<file path="config.mk">
export PLATFORM = sky130hd
export DESIGN_NAME = aar_autosleep_readout
export DESIGN_NICKNAME = d
export VERILOG_FILES = /design/src/verilog/aar_pkg.sv /design/src/verilog/aar_autosleep_readout.sv /design/src/verilog/aar_step_timer.sv
export SDC_FILE = /design/constraint.sdc
export NUM_CORES = 1
export LEC_CHECK = 0
export BUFFER_PORTS_ARGS = -buffer_cell sky130_fd_sc_hd__buf_2
export CAP_MARGIN = 20
export CORE_MARGIN = 10
export CORE_UTILIZATION = 37
export DETAILED_ROUTE_END_ITERATION = 8
export HOLD_SLACK_MARGIN = 0.02
export PLACE_DENSITY = 0.73
export SKIP_CTS_REPAIR_TIMING = 1
export SYNTH_ARGS = -nofsm -noshare
export SYNTH_HDL_FRONTEND = slang
export SYNTH_SLANG_ARGS = --single-unit
</file>
<file path="constraint.sdc">
create_clock -name sys_clk -period 5.2 [get_ports sys_clk]
set_input_delay 1.04 -clock sys_clk [delete_from_list [all_inputs] [get_ports sys_clk]]
set_output_delay 1.04 -clock sys_clk [all_outputs]
set_load 0.005 [all_outputs]
</file>
<file path="src/verilog/aar_pkg.sv">
// Shared constants and types for the auto-sleep and sample readout block
package aar_pkg;

   // Timebase
   localparam int CLK_FREQ_HZ = 200_000_000;
   localparam int STEP_TIME_MS = 320;
   localparam int STEP_CYCLES = STEP_TIME_MS * (CLK_FREQ_HZ / 1000);
   localparam int LONG_STEP_TIME_MS = 640;
   localparam int LONG_STEP_FACTOR = LONG_STEP_TIME_MS / STEP_TIME_MS;

   // Register offsets
   localparam logic [7:0] ADDR_SAMPLE_READY = 8'h00;
   localparam logic [7:0] ADDR_X_HIGH = 8'h01;
   localparam logic [7:0] ADDR_X_LOW = 8'h02;
   localparam logic [7:0] ADDR_Y_HIGH = 8'h03;
   localparam logic [7:0] ADDR_Y_LOW = 8'h04;
   localparam logic [7:0] ADDR_Z_HIGH = 8'h05;
   localparam logic [7:0] ADDR_Z_LOW = 8'h06;
   localparam logic [7:0] ADDR_AFTER_ACCEL = 8'h07;
   localparam logic [7:0] ADDR_SYSTEM_MODE = 8'h0b;
   localparam logic [7:0] ADDR_INACTIVITY_LIMIT = 8'h29;
   localparam logic [7:0] ADDR_MAG_FIRST = 8'h33;
   localparam logic [7:0] ADDR_MAG_LAST = 8'h38;
   localparam logic [7:0] ADDR_AFTER_MAG = 8'h39;

   // Reset values
   localparam logic [7:0] INACTIVITY_LIMIT_RESET = 8'h00;

   // Rate codes: 0 is the fastest, 7 the slowest (1.56 Hz)
   localparam logic [2:0] RATE_SLOWEST = 3'h7;
   localparam logic [2:0] SLEEP_RATE_BASE = 3'h4;

   // Buffer mode field
   localparam logic [1:0] BUFFER_OFF = 2'h0;

   // Event source indices
   localparam int EV_BUFFER = 0;
   localparam int EV_TRANSIENT = 1;
   localparam int EV_ORIENT = 2;
   localparam int EV_TAP = 3;
   localparam int EV_FALL_MOTION = 4;
   localparam int EV_SLEEP_WAKE = 5;
   localparam int EV_MAGNETIC = 6;
   localparam int EV_SAMPLE_READY = 7;
   localparam int EV_ACCEL_MAG = 8;
   localparam int EV_MAG_MAG = 9;
   localparam int EV_MAG_THRESH = 10;
   localparam int EV_COUNT = 11;
   localparam logic [10:0] RESTART_MASK = 11'h75f;
   localparam logic [10:0] WAKE_MASK = 11'h75e;

   // System mode codes and status layout
   localparam logic [1:0] MODE_STANDBY = 2'h0;
   localparam logic [1:0] MODE_WAKE = 2'h1;
   localparam logic [1:0] MODE_SLEEP = 2'h2;
   localparam int GATE_ERROR_BIT = 7;

   typedef enum logic [1:0] {
      ST_STANDBY = 2'b00,
      ST_WAKE = 2'b01,
      ST_SLEEP = 2'b11
   } aar_state_type;

   typedef struct packed {
      logic [13:0] x;
      logic [13:0] y;
      logic [13:0] z;
   } aar_accel_type;

   typedef struct packed {
      logic [15:0] x;
      logic [15:0] y;
      logic [15:0] z;
   } aar_mag_type;

   typedef struct packed {
      logic start;
      logic [7:0] addr;
      logic rd;
      logic wr;
      logic [7:0] wdata;
   } aar_reg_req_type;

endpackage

</file>
<file path="src/verilog/aar_autosleep_readout.sv">
// Auto-sleep controller and acceleration sample register readout
`timescale 1ns/10ps
module aar_autosleep_readout #(
   parameter int STEP_CYCLES = aar_pkg::STEP_CYCLES
) (
   input wire logic sys_clk,
   input wire logic rst_n,
   input wire aar_pkg::aar_reg_req_type reg_req,
   output logic [7:0] reg_rdata,
   output logic reg_rvalid,
   input wire logic active_mode,
   input wire logic sleep_enable,
   input wire logic hybrid_mode,
   input wire logic fast_read,
   input wire logic hybrid_autoinc,
   input wire logic [2:0] active_rate_field,
   input wire logic [1:0] sleep_rate_field,
   input wire logic [1:0] buffer_mode,
   input wire logic buffer_gate,
   input wire logic buffer_empty,
   input wire logic [10:0] irq_enable,
   input wire logic [10:0] wake_enable,
   input wire logic sleep_irq_route,
   input wire logic [10:0] event_flags,
   input wire logic [7:0] sample_ready_status,
   input wire aar_pkg::aar_accel_type accel_current,
   input wire aar_pkg::aar_accel_type accel_buffer_head,
   input wire aar_pkg::aar_mag_type mag_current,
   output logic [2:0] rate_select,
   output logic [1:0] system_mode,
   output logic [10:0] function_enable,
   output logic buffer_hold,
   output logic buffer_flush,
   output logic irq_pin_one,
   output logic irq_pin_two
);
   import aar_pkg::*;

   ////////////////////////////////////////////////////////////////////////////////
   // Address and byte helpers

   function automatic logic is_low_byte(input logic [7:0] a);
      is_low_byte = (a == ADDR_X_LOW) || (a == ADDR_Y_LOW) || (a == ADDR_Z_LOW) ||
                    (a >= ADDR_MAG_FIRST && a <= ADDR_MAG_LAST && a[0] == ADDR_MAG_LAST[0]);
   endfunction

   function automatic logic [7:0] high_of14(input logic [13:0] v);
      high_of14 = v[13:6];
   endfunction

   function automatic logic [7:0] low_of14(input logic [13:0] v);
      low_of14 = {v[5:0], 2'b00};
   endfunction

   // Address that follows a in a burst
   function automatic logic [7:0] next_burst_addr(input logic [7:0] a, input logic fast, input logic hyb);
      logic [7:0] n;
      n = a + 8'h01;
      if (a == ADDR_Z_LOW || (fast && a == ADDR_Z_HIGH)) begin
         n = hyb ? ADDR_MAG_FIRST : ADDR_AFTER_ACCEL;
      end else if (fast && a == ADDR_MAG_LAST - 8'h01) begin
         n = ADDR_AFTER_MAG;
      end else if (fast && is_low_byte(n)) begin
         n = a + 8'h02;
      end
      next_burst_addr = n;
   endfunction

   ////////////////////////////////////////////////////////////////////////////////
   // State

   aar_state_type state;
   aar_state_type next_state;
   logic [7:0] inactivity_limit;
   logic [7:0] next_inactivity_limit;
   logic [7:0] read_ptr;
   logic [7:0] next_read_ptr;
   logic [7:0] next_reg_rdata;
   logic next_reg_rvalid;
   logic sleep_irq;
   logic next_sleep_irq;
   logic gate_error;
   logic next_gate_error;
   logic ready_dropped;
   logic next_ready_dropped;
   logic [10:0] next_function_enable;
   logic next_buffer_flush;
   logic next_irq_pin_one;
   logic next_irq_pin_two;
   logic [2:0] next_rate_select;
   logic [1:0] next_system_mode;
   logic mode_read;
   logic [10:0] qualified;
   logic restart_hit;
   logic wake_hit;
   logic enter_sleep;
   logic leave_sleep;
   logic timer_run;
   logic timer_clear;
   logic long_step;
   logic [2:0] effective_rate;
   logic [7:0] step_count;
   logic buffer_on;

   ////////////////////////////////////////////////////////////////////////////////
   // Inactivity timer

   assign qualified = event_flags & irq_enable;
   assign restart_hit = |(qualified & RESTART_MASK);
   assign wake_hit = |(qualified & wake_enable & WAKE_MASK);
   assign effective_rate = (state == ST_SLEEP) ? (SLEEP_RATE_BASE | {1'b0, sleep_rate_field}) : active_rate_field;
   // Hybrid halves the effective rate; the slowest rate already has the long step
   assign long_step = hybrid_mode || (effective_rate == RATE_SLOWEST);
   assign timer_run = (state == ST_WAKE) && sleep_enable;
   assign timer_clear = (state != ST_WAKE) || !sleep_enable || restart_hit;

   aar_step_timer #(
      .STEP_CYCLES(STEP_CYCLES)
   ) u_step_timer (
      .sys_clk(sys_clk),
      .rst_n(rst_n),
      .run(timer_run),
      .clear(timer_clear),
      .long_step(long_step),
      .step_count(step_count)
   );

   ////////////////////////////////////////////////////////////////////////////////
   // Sleep controller

   always_comb begin
      next_state = state;
      enter_sleep = 1'b0;
      leave_sleep = 1'b0;
      case (state)
         ST_STANDBY: begin
            if (active_mode) begin
               next_state = ST_WAKE;
            end
         end
         ST_WAKE: begin
            if (!active_mode) begin
               next_state = ST_STANDBY;
            end else if (sleep_enable && !restart_hit && step_count >= inactivity_limit) begin
               next_state = ST_SLEEP;
               enter_sleep = 1'b1;
            end
         end
         ST_SLEEP: begin
            if (!active_mode) begin
               next_state = ST_STANDBY;
            end else if (wake_hit || !sleep_enable) begin
               next_state = ST_WAKE;
               leave_sleep = 1'b1;
            end
         end
         default: begin
            next_state = ST_STANDBY;
         end
      endcase
   end

   always_comb begin
      // Set wins over the clear by the mode read
      next_sleep_irq = sleep_irq & ~mode_read;
      if ((enter_sleep || leave_sleep) && irq_enable[EV_SLEEP_WAKE]) begin
         next_sleep_irq = 1'b1;
      end
      next_irq_pin_one = next_sleep_irq && sleep_irq_route;
      next_irq_pin_two = next_sleep_irq && !sleep_irq_route;
      // Gate error holds collection until the host has drained the buffer
      next_gate_error = gate_error & ~buffer_empty;
      if (enter_sleep && buffer_gate) begin
         next_gate_error = 1'b1;
      end
      // Without gating an automatic rate change flushes the buffer
      next_buffer_flush = (enter_sleep || leave_sleep) && !buffer_gate;
      // Sample-ready stays off after sleep until software drops its enable
      next_ready_dropped = ready_dropped & irq_enable[EV_SAMPLE_READY];
      if (enter_sleep && irq_enable[EV_SAMPLE_READY]) begin
         next_ready_dropped = 1'b1;
      end
      next_function_enable = irq_enable;
      if (next_state == ST_SLEEP) begin
         next_function_enable = irq_enable & wake_enable & WAKE_MASK;
      end
      if (next_ready_dropped) begin
         next_function_enable[EV_SAMPLE_READY] = 1'b0;
      end
      next_rate_select = active_rate_field;
      next_system_mode = MODE_STANDBY;
      case (next_state)
         ST_WAKE: begin
            next_system_mode = MODE_WAKE;
         end
         ST_SLEEP: begin
            next_system_mode = MODE_SLEEP;
            next_rate_select = SLEEP_RATE_BASE | {1'b0, sleep_rate_field};
         end
         default: begin
            next_system_mode = MODE_STANDBY;
         end
      endcase
   end

   always_ff @(posedge sys_clk or negedge rst_n) begin
      if (!rst_n) begin
         state <= ST_STANDBY;
         sleep_irq <= 1'b0;
         irq_pin_one <= 1'b0;
         irq_pin_two <= 1'b0;
         gate_error <= 1'b0;
         buffer_flush <= 1'b0;
         ready_dropped <= 1'b0;
         function_enable <= 11'h000;
         rate_select <= 3'h0;
         system_mode <= MODE_STANDBY;
      end else begin
         state <= next_state;
         sleep_irq <= next_sleep_irq;
         irq_pin_one <= next_irq_pin_one;
         irq_pin_two <= next_irq_pin_two;
         gate_error <= next_gate_error;
         buffer_flush <= next_buffer_flush;
         ready_dropped <= next_ready_dropped;
         function_enable <= next_function_enable;
         rate_select <= next_rate_select;
         system_mode <= next_system_mode;
      end
   end

   assign buffer_hold = gate_error;

   ////////////////////////////////////////////////////////////////////////////////
   // Register access

   assign buffer_on = (buffer_mode != BUFFER_OFF);

   function automatic logic [7:0] read_byte(input logic [7:0] a, input logic buf_on, input logic [1:0] mode,
                                            input logic gerr, input logic [7:0] limit, input aar_accel_type cur,
                                            input aar_accel_type head, input aar_mag_type mag,
                                            input logic [7:0] ready);
      logic [7:0] d;
      d = 8'h00;
      if (a == ADDR_SAMPLE_READY) begin
         d = ready;
      end else if (a == ADDR_X_HIGH) begin
         d = buf_on ? high_of14(head.x) : high_of14(cur.x);
      end else if (a >= ADDR_X_LOW && a <= ADDR_Z_LOW) begin
         if (!buf_on) begin
            if (a == ADDR_X_LOW) begin
               d = low_of14(cur.x);
            end else if (a == ADDR_Y_HIGH) begin
               d = high_of14(cur.y);
            end else if (a == ADDR_Y_LOW) begin
               d = low_of14(cur.y);
            end else if (a == ADDR_Z_HIGH) begin
               d = high_of14(cur.z);
            end else begin
               d = low_of14(cur.z);
            end
         end
      end else if (a == ADDR_SYSTEM_MODE) begin
         d = {gerr, 5'b00000, mode};
      end else if (a == ADDR_INACTIVITY_LIMIT) begin
         d = limit;
      end else if (a == ADDR_MAG_FIRST) begin
         d = mag.x[15:8];
      end else if (a == ADDR_MAG_FIRST + 8'h01) begin
         d = mag.x[7:0];
      end else if (a == ADDR_MAG_FIRST + 8'h02) begin
         d = mag.y[15:8];
      end else if (a == ADDR_MAG_FIRST + 8'h03) begin
         d = mag.y[7:0];
      end else if (a == ADDR_MAG_FIRST + 8'h04) begin
         d = mag.z[15:8];
      end else if (a == ADDR_MAG_LAST) begin
         d = mag.z[7:0];
      end
      read_byte = d;
   endfunction

   always_comb begin
      logic [7:0] cur_addr;
      cur_addr = reg_req.start ? reg_req.addr : read_ptr;
      next_read_ptr = cur_addr;
      next_reg_rdata = reg_rdata;
      next_reg_rvalid = 1'b0;
      next_inactivity_limit = inactivity_limit;
      mode_read = 1'b0;
      if (reg_req.rd) begin
         next_reg_rdata = read_byte(cur_addr, buffer_on, system_mode, gate_error, inactivity_limit,
                                    accel_current, accel_buffer_head, mag_current, sample_ready_status);
         next_reg_rvalid = 1'b1;
         next_read_ptr = next_burst_addr(cur_addr, fast_read, hybrid_mode && hybrid_autoinc);
         mode_read = (cur_addr == ADDR_SYSTEM_MODE);
      end else if (reg_req.wr) begin
         if (cur_addr == ADDR_INACTIVITY_LIMIT) begin
            next_inactivity_limit = reg_req.wdata;
         end
         next_read_ptr = cur_addr + 8'h01;
      end
   end

   always_ff @(posedge sys_clk or negedge rst_n) begin
      if (!rst_n) begin
         inactivity_limit <= INACTIVITY_LIMIT_RESET;
         read_ptr <= 8'h00;
         reg_rdata <= 8'h00;
         reg_rvalid <= 1'b0;
      end else begin
         inactivity_limit <= next_inactivity_limit;
         read_ptr <= next_read_ptr;
         reg_rdata <= next_reg_rdata;
         reg_rvalid <= next_reg_rvalid;
      end
   end

endmodule // aar_autosleep_readout

</file>
<file path="src/verilog/aar_step_timer.sv">
// Inactivity step counter: counts whole 320 ms or 640 ms steps
`timescale 1ns/10ps
module aar_step_timer #(
   parameter int STEP_CYCLES = aar_pkg::STEP_CYCLES
) (
   input wire logic sys_clk,
   input wire logic rst_n,
   input wire logic run,
   input wire logic clear,
   input wire logic long_step,
   output logic [7:0] step_count
);
   import aar_pkg::*;

   logic [31:0] prescale;
   logic [31:0] next_prescale;
   logic [1:0] half;
   logic [1:0] next_half;
   logic [7:0] next_step_count;

   always_comb begin
      next_prescale = prescale;
      next_half = half;
      next_step_count = step_count;
      if (clear) begin
         next_prescale = 32'h0;
         next_half = 2'h0;
         next_step_count = 8'h00;
      end else if (run) begin
         if (prescale == 32'(STEP_CYCLES - 1)) begin
            next_prescale = 32'h0;
            // A long step is two base periods
            if (!long_step || half == 2'(LONG_STEP_FACTOR - 1)) begin
               next_half = 2'h0;
               if (step_count != 8'hff) begin
                  next_step_count = step_count + 8'h01;
               end
            end else begin
               next_half = half + 2'h1;
            end
         end else begin
            next_prescale = prescale + 32'h1;
         end
      end
   end

   always_ff @(posedge sys_clk or negedge rst_n) begin
      if (!rst_n) begin
         prescale <= 32'h0;
         half <= 2'h0;
         step_count <= 8'h00;
      end else begin
         prescale <= next_prescale;
         half <= next_half;
         step_count <= next_step_count;
      end
   end

endmodule // aar_step_timer

</file>
==> results of run 1 <==
==> cell type report <==
class / count / area, sq um / area share [%]
tap: 216 / 270 / 3.60
timing repair buffer: 204 / 1040 / 13.8
sequential: 91 / 2280 / 30.4
clock buffer: 9 / 225 / 3.00
multi-input combinational: 537 / 3510 / 46.8
inverter: 30 / 113 / 1.50
clock inverter: 7 / 65.1 / 0.868
==> kinds of logic (layout without fill, tap and decap cells) <==
| logic type | count (synthesis) | after routing | share of synthesized area, % |
|---|---|---|---|
| fa+ha+maj | 18 | 18 | 3.72 |
| mux | 24 | 24 | 4.69 |
| buf+inv | 61 | 250 | 4.36 |
| compound gates | 171 | 171 | 20.0 |
| flops | 91 | 91 | 37.6 |
| simple gates | 282 | 282 | 23.5 |
| xor+xnor | 42 | 42 | 6.08 |
==> report_power, final <==
group	total, uW	switching (uW)	internal, uW
logic	353	198	155
registers	765	25.3	739
clock network	644	308	336
total	1760	532	1230
==> state kept, by name (all words and copies together), names as in the netlist, 2 cells and up <==
name,count
u_step_timer.prescale,32
function_enable,11
inactivity_limit,8
read_ptr,8
reg_rdata,8
u_step_timer.step_count,8
rate_select,3
state,2
system_mode,2
u_step_timer.half,2
==> cells in the final DEF, fill, tap and decap left out, types with 12 or more instances in the layout <==
master	Yosys	final
dfrtp_1	91	91
ha_1	18	18
and2_1	16	16
mux2i_1	12	12
inv_1	29	29
and3_1	16	16
a21oi_1	27	27
buf_2	4	197
xor2_1	27	27
nand3_1	38	38
o21ai_0	30	30
nand2_1	70	70
nor2_1	65	65
xnor2_1	15	15
nand4_1	18	18
==> through the flow <==
step | total power [uW] | setup WS [ns]
floorplan | 968 | 0.658
global placement | 1120 | 0.782
detailed placement | 1130 | 0.745
CTS | 1780 | 1.11
global route | 1840 | 0.840
finish | 1760 | 1.07
==> metal layers <==
metal / track usage (%) / up-vias
met5: 0 / -
li1: - / 2900
met3: 5.56 / 41
met4: 8.42 / 2
met1: 19.8 / 2780
met2: 31.6 / 234
==> path summary, 6_finish.rpt <==
path                                      start                    to  slack (ns)  cells past startpoint
max                                 reg_req[18]           read_ptr[1]        1.07                     13
min                        u_step_timer.half[0]  u_step_timer.half[0]        0.48                      1
max reg2reg                         read_ptr[1]           read_ptr[1]        1.57                     12
min reg2reg                u_step_timer.half[0]  u_step_timer.half[0]        0.48                      1
max in group asynchronous                 rst_n          reg_rdata[5]        3.48                      2
min in group asynchronous                 rst_n        rate_select[2]        0.64                      1
==> results, run 1 <==
- The number of antenna violations at the first check in global routing came to 1.
- Yosys printed 0 warnings.
- The area of placed instances is 7210 sq um.
- The top routing layer in use is met5.
- In the final layout, the share of cells above drive strength 1 is 27.9%.
- The number of enable flip-flop cells after synthesis is 0.
- The global-route wire length before repair is 31900 um.
- In this run the biggest area consumer among cell types represents 37.6% of the synthesized area.
- The clock sink count is 91.
- The kind of cell adding the most delay to the critical path is simple AND/OR/NAND/NOR gates.
- The detail-routed via count per cell is 5.45.
- The via count of the first global-routing pass is 5953.
- In this run the number of H-tree levels came out at 3.
- The height of the die is 148 um.
- Setup repair after global routing left no endpoint under its margin.
- In this run the cell area of the synthesized design comes to 6050 sq um.
- The violation count after the first detailed-route iteration is 392.
- Of all flip-flops after synthesis, the portion carrying an async set or reset was 100%.
- The number of standard cells in the layout, taps in and fillers out is 1094.
- The post-synthesis area per instance is 8.78 sq um.
- The kind of critical path is in2reg.
- The endpoint arrival time on the critical path is 4.35 ns.
- The overall global routing resource usage is 18.2%.
- The max-slew violation count is 0.
- The leakage power figure is 0.00348 uW.
- The row count is 46.
- In the synthesized netlist the dominant register cell turns out to be dfrtp_1.
- TritonCTS built the clock tree.
- The die area is 21900 sq um.
- The most common cell in the netlist is dfrtp_1.
- At the pin with the least slew margin, the transition time is 1.02 ns.
- The count of unique library cells instantiated by Yosys is 69.
- For the worst setup path, the data required time is 5.42 ns.
- The synthesized net count is 916.
- The wire-length estimate of the detail-placed layout is 16900 um.
- The die span in x is 148 um.
- With fillers left out, the area of the finished cells amounts to 7500 sq um.
- The number of clock buffers added by TritonCTS is 9.
- Once the floorplan was initialized, standard cells occupied 38.0% of the core.
- Setup violations remaining at the end of the flow were counted as 0.
- The largest driver fanout on the critical path is 6.
- The antenna diode instance count is 0.
- The nature of the critical path startpoint is a primary input.
- The layout overhead on the synthesized area is 23.9%.
- The shortest period the worst path allows is 4.13 ns.
- No sink is reached through more buffers than the 2 on the longest clock path.
- For this run, the share of the core covered by cells in the final layout is 47.0%.
- The run finished with clean final reports.
- The clock edge transition at the registers on the reported setup and hold paths is 0.07 ns.
- The total DRC errors in the routed layout is 0.
- In the post-synthesis netlist, the biggest area contributors are dfrtp_1, nand2_1, nor2_1, xor2_1, ha_1.
- IR analysis of the VDD net gives a maximum drop of 0.167 mV.
- The largest area contributor in the netlist is dfrtp_1.
- The total routed wirelength is 20800 um.
- The number of endpoints with negative hold slack in the final report came to 0.
- The count of nets left with antenna violations once routing finished came out at 0.
- Walking the worst path, the cells encountered are buf_2 > nor2b_1 > a21oi_1 > inv_1 > ha_1 > inv_1 > or4_1 > xnor2_1 > or4b_4 > a211oi_4 > mux2_4 > a21oi_2 > a21oi_2.
- The worst path uses 79.4% of the clock period.
- The length of the first detailed-routing pass in iterations is 5.
- The cell with the biggest individual delay on the critical path is or4_1.
- Routability-driven placement finished with a final weighted congestion of 0.957.
- In the final design database the tool counted 1100 nets.
- Max-cap violations in this run came to 0.
- The kind of end point of the critical path is a flop.
- The detail-routed net length per standard cell is 19.1 um.
- The routed design uses 1760 um of met3 wire.
- Counting both buffers and inverters, the worst setup path holds a total of 3.
- The filler cells instantiated in the layout total 1580.
- The tightest min-delay check is of the reg2reg type.
- The final setup TNS is 0 ns.
- Synthesis produced a netlist whose cell count is 689.
- The root cell of the clock tree is clkbuf_16.
- For this run, the top clock speed supported by timing is 0.242 GHz.
- The synthesized design contains 91 register bits.
- The total power density per cell area is 235 nW/um^2.
- The sum of met2 wire segment lengths after detailed routing is 10000 um.
- The top-level port count is 238.
- The longest individual stage delay on the worst path is 0.64 ns.
- The sequential element share of the synthesized area is 37.6%.
- Entering global routing, the biggest net connects 54 pins.
- The final global-route overflow total is 0.
- The largest clock skew in the final design is 0.0164 ns.
- In the final routing, the length of wire on met1 measures 8210 um.
- After floorplanning, the core was sized to cover 15900 sq um.
- At the later pin of the worst-skew pair, clock insertion delay measures 0.36 ns.
- The headroom to the max-slew limit is 32.1%.
- Buffers placed on the I/O ports in this run total 198.
- Including well taps, the total number of placed cells is 1078.
- The worst hold-check slack is 0.485 ns.
- The total number of vias is 5957.
- The commonest cells after synthesis are dfrtp_1, nand2_1, nor2_1.
No activity file was read; power rests on OpenSTA's default activity.
==> run 2, diff against run 1 <==
==> constraint.sdc (replaced) <==
create_clock -name sys_clk -period 4 [get_ports sys_clk]
set_input_delay 0.8 -clock sys_clk [delete_from_list [all_inputs] [get_ports sys_clk]]
set_output_delay 0.8 -clock sys_clk [all_outputs]
set_load 0.005 [all_outputs]
==> results, run 2 (same netlist as run 1, synthesis figures left out) <==
- The library cell used most frequently in the layout, excluding fill and tap cells, is buf_2.
- For this run the aggregate overflow at the end of global routing stands at 0.
- Wire segments on met2 add up to 10300 um in the final route.
- The count of port buffers added during placement is 198.
- The number of endpoints with negative hold slack in the final report came to 0.
- 0 antenna diodes ended up in the layout.
- The total number of vias is 6151.
- The headroom to the max-slew limit is 54.3%.
- The pin count of the biggest net entering global routing is 79.
- The pre-antenna-repair detailed-routing pass consisted of 6 iterations.
- The post-route standard cell area excluding fillers is 7690 sq um.
- The reported max-cap violation count is 0.
- The die area is 21900 sq um.
- The worst-case IR drop observed on VDD is 0.201 mV.
- The CTS H-tree depth is 3.
- The top cell types in the final layout, fill and taps aside, are buf_2, dfrtp_1, nand2_1, nor2_1, nand3_1.
- The least setup slack across all paths after layout is 0.488 ns.
- Detailed placement finished with a half-perimeter wire length of 17200 um.
- The via count of the first global-routing pass was 6076.
- The top-level port count is 238.
- The largest registers in the layout are u_step_timer.prescale (32), function_enable (11).
- The global-route wire length before repair is 32600 um.
- From synthesis to final layout, the design area changed by 27.1%.
- The max-slew violation count is 0.
- The largest clock skew in the final design is 0.0136 ns.
- The final weighted congestion in routability-driven placement is 0.983.
- The violation count after the first detailed-route iteration is 463.
- Dividing total power by cell area gives a power density of 307 nW/um^2.
- Across the whole layout, storage elements account for 2280 sq um.
- The overall global routing resource usage is 18.6%.
- OpenSTA, run right after detailed placement, puts the worst setup slack at 0.158 ns.
- The run finished with clean final reports.
- In the final routing, the length of wire on met1 measures 8270 um.
- The cell sitting at the root of the clock tree is a clkbuf_16.
- The kind of path behind the tightest hold check is in2async.
- The minimum setup slack among reg-to-reg paths is 0.78 ns.
- The detailed route wirelength on metal3 is 1630 um.
- The critical register-to-register path startpoint is read_ptr[2].
- STA classifies the critical path endpoint as a flop.
- The core region is 15900 sq um.
- In the final layout, the multi-input gates occupy 3530 sq um.
- The slew at the pin closest to its max-slew limit is 0.683 ns.
- Buffers inserted during clock tree synthesis total 9.
- Adding up every negative setup slack in the final design gives 0 ns.
- Counting the fill cells in the layout gives 1559.
- The kind of critical path is in2reg.
- The worst hold-check slack is 0.262 ns.
- The number of antenna-violating nets in the routed design is 0.
- The clock passes through at most 2 buffers.
- Dividing the final minimum period by the clock period gives 87.8%.
- The insertion delay to the later sink of the worst-skew pair is 0.36 ns.
- The endpoint arrival time on the critical path is 3.80 ns.
- For this configuration, the core starts out at a cell density of 38.0%.
- The number of antenna violations at the first check in global routing is 0.
- The worst register-to-register path ends at read_ptr[1].
- Measured in cells, the most critical reg-to-reg path has a length of 10.
- The largest driver fanout on the critical path is 15.
- The area of placed instances is 7360 sq um.
- Setup repair after global routing left no endpoint under its margin.
- Ranked by flip-flop count, first place goes to u_step_timer.prescale.
- After floorplanning, the core was divided into 46 placement rows.
- The die span in x is 148 um.
- After detailed routing, the number of vias per cell comes to 5.53.
- At the worst endpoint, the required time is 4.29 ns.
- The total routed wirelength is 21200 um.
- The final core utilization is 48.2%.
- Counting every sink on the clock net gives 91.
- The analysis attributes to cell leakage a power of 0.00359 uW.
- The net total in the final layout is 1118.
- The maximum frequency from static timing analysis is 0.285 GHz.
- The TritonCTS clock tree is yes.
- The fraction of final layout cells sized beyond drive strength 1 is 29.7%.
- The clock edge transition at the registers on the reported setup and hold paths is 0.07 ns.
- The height of the die is 148 um.
- Setup violations remaining at the end of the flow were counted as 0.
- The total DRC errors in the routed layout is 0.
- Dividing the detail-routed wire length by the instance count gives 19.0 um.
- The highest metal layer carrying signal wires in the routed design is met4.
- The worst path needs 3.51 ns of the cycle, external delays included.
- The register with the most flip-flops in the layout has 32 of them.
- The nature of the critical path startpoint is a primary input.
## run 2: final cells by class
| type | count | area share [%] |
|---|---|---|
| multi-input combinational | 537 | 46.0 |
| inverter | 30 | 1.46 |
| sequential | 91 | 29.6 |
| clock inverter | 6 | 0.944 |
| clock buffer | 10 | 2.98 |
| tap | 216 | 3.51 |
| timing repair buffer | 222 | 15.5 |
## run 2: how the worst max path moves through the flow
stage,end,cells after the start,from,slack [ns]
floorplan,read_ptr[1],16,reg_req[18],0.08
global route,reg_rdata[3],11,reg_req[18],0.31
global placement,reg_rdata[7],11,reg_req[18],0.19
finish,reg_rdata[7],11,reg_req[18],0.49
CTS,reg_rdata[7],11,reg_req[18],0.50
detailed placement,reg_rdata[7],11,reg_req[18],0.16
## run 2: power breakdown
group | internal (uW) | leakage, uW | switching (uW) | total (uW)
Combinational | 223 | 0.00226 | 267 | 490
Sequential | 961 | 0.00117 | 34.3 | 996
Clock | 494 | 0.000149 | 381 | 875
Total | 1680 | 0.00359 | 683 | 2360
## run 2: critical path, stage by stage
cell,delay (ns)
buf_2,0.19
buf_4,0.20
buf_4,0.18
or3b_1,0.43
a222oi_1,0.32
buf_4,0.26
and2_1,0.49
a22o_1,0.22
a21oi_1,0.07
o311ai_1,0.43
a221o_1,0.20
## run 2: through the flow
stage	cells	total power (uW)
CTS	1111	2380
floorplan	689	1270
global route	1112	2470
detailed placement	1095	1490
global placement	1095	1480
finish	1112	2360
## run 2: routing by layer
metal,up-vias,track usage (%)
li1,2934,-
met1,2906,20.6
met2,261,32.5
met3,50,4.40
met4,0,9.91
met5,-,0
==> run 3, diff against run 2 <==
--- a/config.mk
+++ b/config.mk
@@ -8,10 +8,10 @@
 export BUFFER_PORTS_ARGS = -buffer_cell sky130_fd_sc_hd__buf_2
 export CAP_MARGIN = 20
 export CORE_MARGIN = 10
-export CORE_UTILIZATION = 37
+export CORE_UTILIZATION = 45
 export DETAILED_ROUTE_END_ITERATION = 8
 export HOLD_SLACK_MARGIN = 0.02
-export PLACE_DENSITY = 0.73
+export PLACE_DENSITY = 0.84
 export SKIP_CTS_REPAIR_TIMING = 1
 export SYNTH_ARGS = -nofsm -noshare
 export SYNTH_HDL_FRONTEND = slang
==> constraint.sdc (replaced) <==
create_clock -name sys_clk -period 4 [get_ports sys_clk]
set_input_delay 0.8 -clock sys_clk [delete_from_list [all_inputs] [get_ports sys_clk]]
set_output_delay 0.8 -clock sys_clk [all_outputs]
set_load 0.01 [all_outputs]
==> results, run 3 (same netlist as run 1, synthesis figures left out) <==
- The worst hold-check slack is 0.311 ns.
- The height of the die is 136 um.
- The shortest period the worst path allows is 3.47 ns.
- The most common cell after layout, fill and taps aside is buf_2.
- The first global-routing pass estimated 32500 um of wire.
- The number of buffers created by CTS is 9.
- Cells fill 57.8% of the core in the end.
- Setup violations remaining at the end of the flow were counted as 0.
- The top-level port count is 238.
- The final layout contains 1115 nets.
- The worst setup path is captured at a flop.
- Clock tree synthesis selected as its root buffer the cell clkbuf_16.
- The max-slew violation count is 0.
- The startpoint identified for the worst register-to-register timing path is read_ptr[1].
- The proportion of power drawn by combinational gates is 20.6%.
- In this run the critical register-to-register path is captured at read_ptr[1].
- The total routed wirelength is 20700 um.
- The total area inside the core boundary comes to 13200 sq um.
- The die span in x is 136 um.
- The largest driver fanout on the critical path is 9.
- The finished cells cover 7630 sq um.
- The insertion delay to the later sink of the worst-skew pair is 0.34 ns.
- By startpoint and endpoint, the worst setup path is classified as in2reg.
- The flip-flop count of the largest register after layout is 32.
- The clock passes through at most 2 buffers.
- Detailed placement ended at an HPWL of 16700 um.
- The die area is 18500 sq um.
- For the pin with the worst max-slew slack, the measured transition is 0.678 ns.
- The congestion estimate from routability-driven global placement came to 0.956.
- The first TritonRoute pass finished after 7 iterations.
- STA classifies the critical path startpoint as a primary input.
- The count of port buffers added during placement is 198.
- The detail-routed via count per cell is 5.78.
- The clock network burns 38.6% of the power.
- The leakage power figure is 0.00358 uW.
- Once routing completed, OpenROAD measured the worst setup slack at 0.535 ns.
- The switching power of the nets is 682 uW.
- The clock edge transition at the registers on the reported setup and hold paths is 0.07 ns.
- The placed instances occupy a cell area of 7300 sq um.
- Data arrives at the worst endpoint at 3.68 ns.
- The layout has 1205 filler cells.
- TritonCTS built the clock tree.
- The power share of the sequential group is 40.8%.
- CTS built an H-tree with a depth of 3.
- The number of antenna violations at the first check in global routing is 0.
- The flow ran to the end, and the final reports show no timing, DRC or antenna violations.
- Leaving out fill and tap cells, the most frequent cells in the layout are buf_2, dfrtp_1, nand2_1, nor2_1, nand3_1.
- The overall global routing resource usage is 21.8%.
- In the final layout, the registers with the most flip-flops are u_step_timer.prescale (32), function_enable (11).
- The reported max-cap violation count is 0.
- The total DRC errors in the routed layout is 0.
- Across all register-to-register paths, the minimum setup slack is 0.83 ns.
- The switching power share of the total is 28.0%.
- The final clock period utilization by the worst path is 86.6%.
- Derived from the worst setup path, the maximum achievable clock frequency is 0.289 GHz.
- The repair_antennas step left the layout with diodes totalling 0.
- The path class of the tightest hold or removal check is in2async.
- The total number of vias is 6182.
- The clock sink count is 91.
- Prior to clock tree synthesis, the placed netlist has a worst setup slack of 0.210 ns.
- After detailed routing, the average wire length per cell comes to 19.3 um.
- The total power density per cell area is 320 nW/um^2.
- The internal power of the cells totals 1760 uW.
- The worst voltage drop across the vdd grid is 0.217 mV.
- The via count of the first global-routing pass is 6288.
- Summed over all layers, the global routing overflow is 0.
- Headroom to the max-slew limit came out at 54.6%.
- Entering global routing, the biggest net connects 43 pins.
- The layout overhead on the synthesized area is 26.1%.
- The number of endpoints with negative hold slack in the final report is 0.
- Setup repair after global routing left no endpoint under its margin.
- The critical path starts at reg_req[18].
- Of the cells placed in the final design, the portion with a size suffix greater than 1 is 29.6%.
- The clock arrives with 0.0122 ns of skew.
- Once the floorplan was initialized, standard cells occupied 45.9% of the core.
- The final setup TNS is 0 ns.
- The worst path required time is 4.21 ns.
- The row count is 42.
- The register bank with the most flops is u_step_timer.prescale.
- The number of antenna-violating nets in the routed design is 0.
- For this block, the initial DRC count from the detailed router was 443.
- For the worst flop-to-flop path, the logic depth is 12.
==> run 3: cell count changes in the layout (fill, tap and decap cells not counted) <==
cell	change
clkinv_2	-1
inv_8	-1
bufinv_16	+1
clkbuf_8	+1
buf_4	-2
buf_16	-1
clkbuf_1	-1
clkinv_4	+1
==> run 3: metal layers <==
layer	GRT usage, %	part of all wire [%]	vias up
li1	-	-	2926
met1	23.8	38	2914
met2	38.4	50	297
met3	6.09	9.0	45
met4	10.0	3.8	0
met5	0	0	-
==> run 3: worst max-delay path by stage <==
stage	end	cells after the start	slack, ns
2_1_floorplan	read_ptr[1]	16	0.08
6_report	read_ptr[1]	13	0.53
4_1_cts	read_ptr[1]	13	0.57
3_5_place_dp	read_ptr[1]	13	0.21
3_3_place_gp	read_ptr[1]	10	0.28
5_1_grt	reg_rdata[7]	10	0.42
==> run 3: area by class of cell <==
type	instances	area, sq um	share of cell area [%]
repair buffers	219	1150	15.1
clock buffers	10	239	3.13
flip-flops and latches	91	2280	29.8
inverters	30	113	1.48
clock inverters	6	95.1	1.25
multi-input cells	537	3530	46.3
well taps	176	220	2.89
==> run 3: through the flow <==
stage	cells	total power, uW
5_1_grt	1069	2550
4_1_cts	1069	2450
2_1_floorplan	689	1270
3_5_place_dp	1053	1510
3_3_place_gp	1053	1500
6_report	1069	2440
==> run 3: power groups by stage <==
stage	Clock (uW)	Sequential [uW]	Combinational [uW]
3_3_place_gp	0	1010	485
5_1_grt	995	999	551
6_report	941	995	501
4_1_cts	954	995	497
3_5_place_dp	0	1010	495
2_1_floorplan	0	1010	263
==> run 3: critical path, stage by stage <==
cell,delay [ns]
buf_2,0.19
nor2b_4,0.15
a21oi_2,0.05
inv_2,0.16
ha_4,0.19
inv_1,0.06
or4_1,0.46
xnor2_1,0.18
or4b_4,0.56
a211oi_4,0.35
mux2_4,0.34
a21oi_2,0.15
a21oi_2,0.04
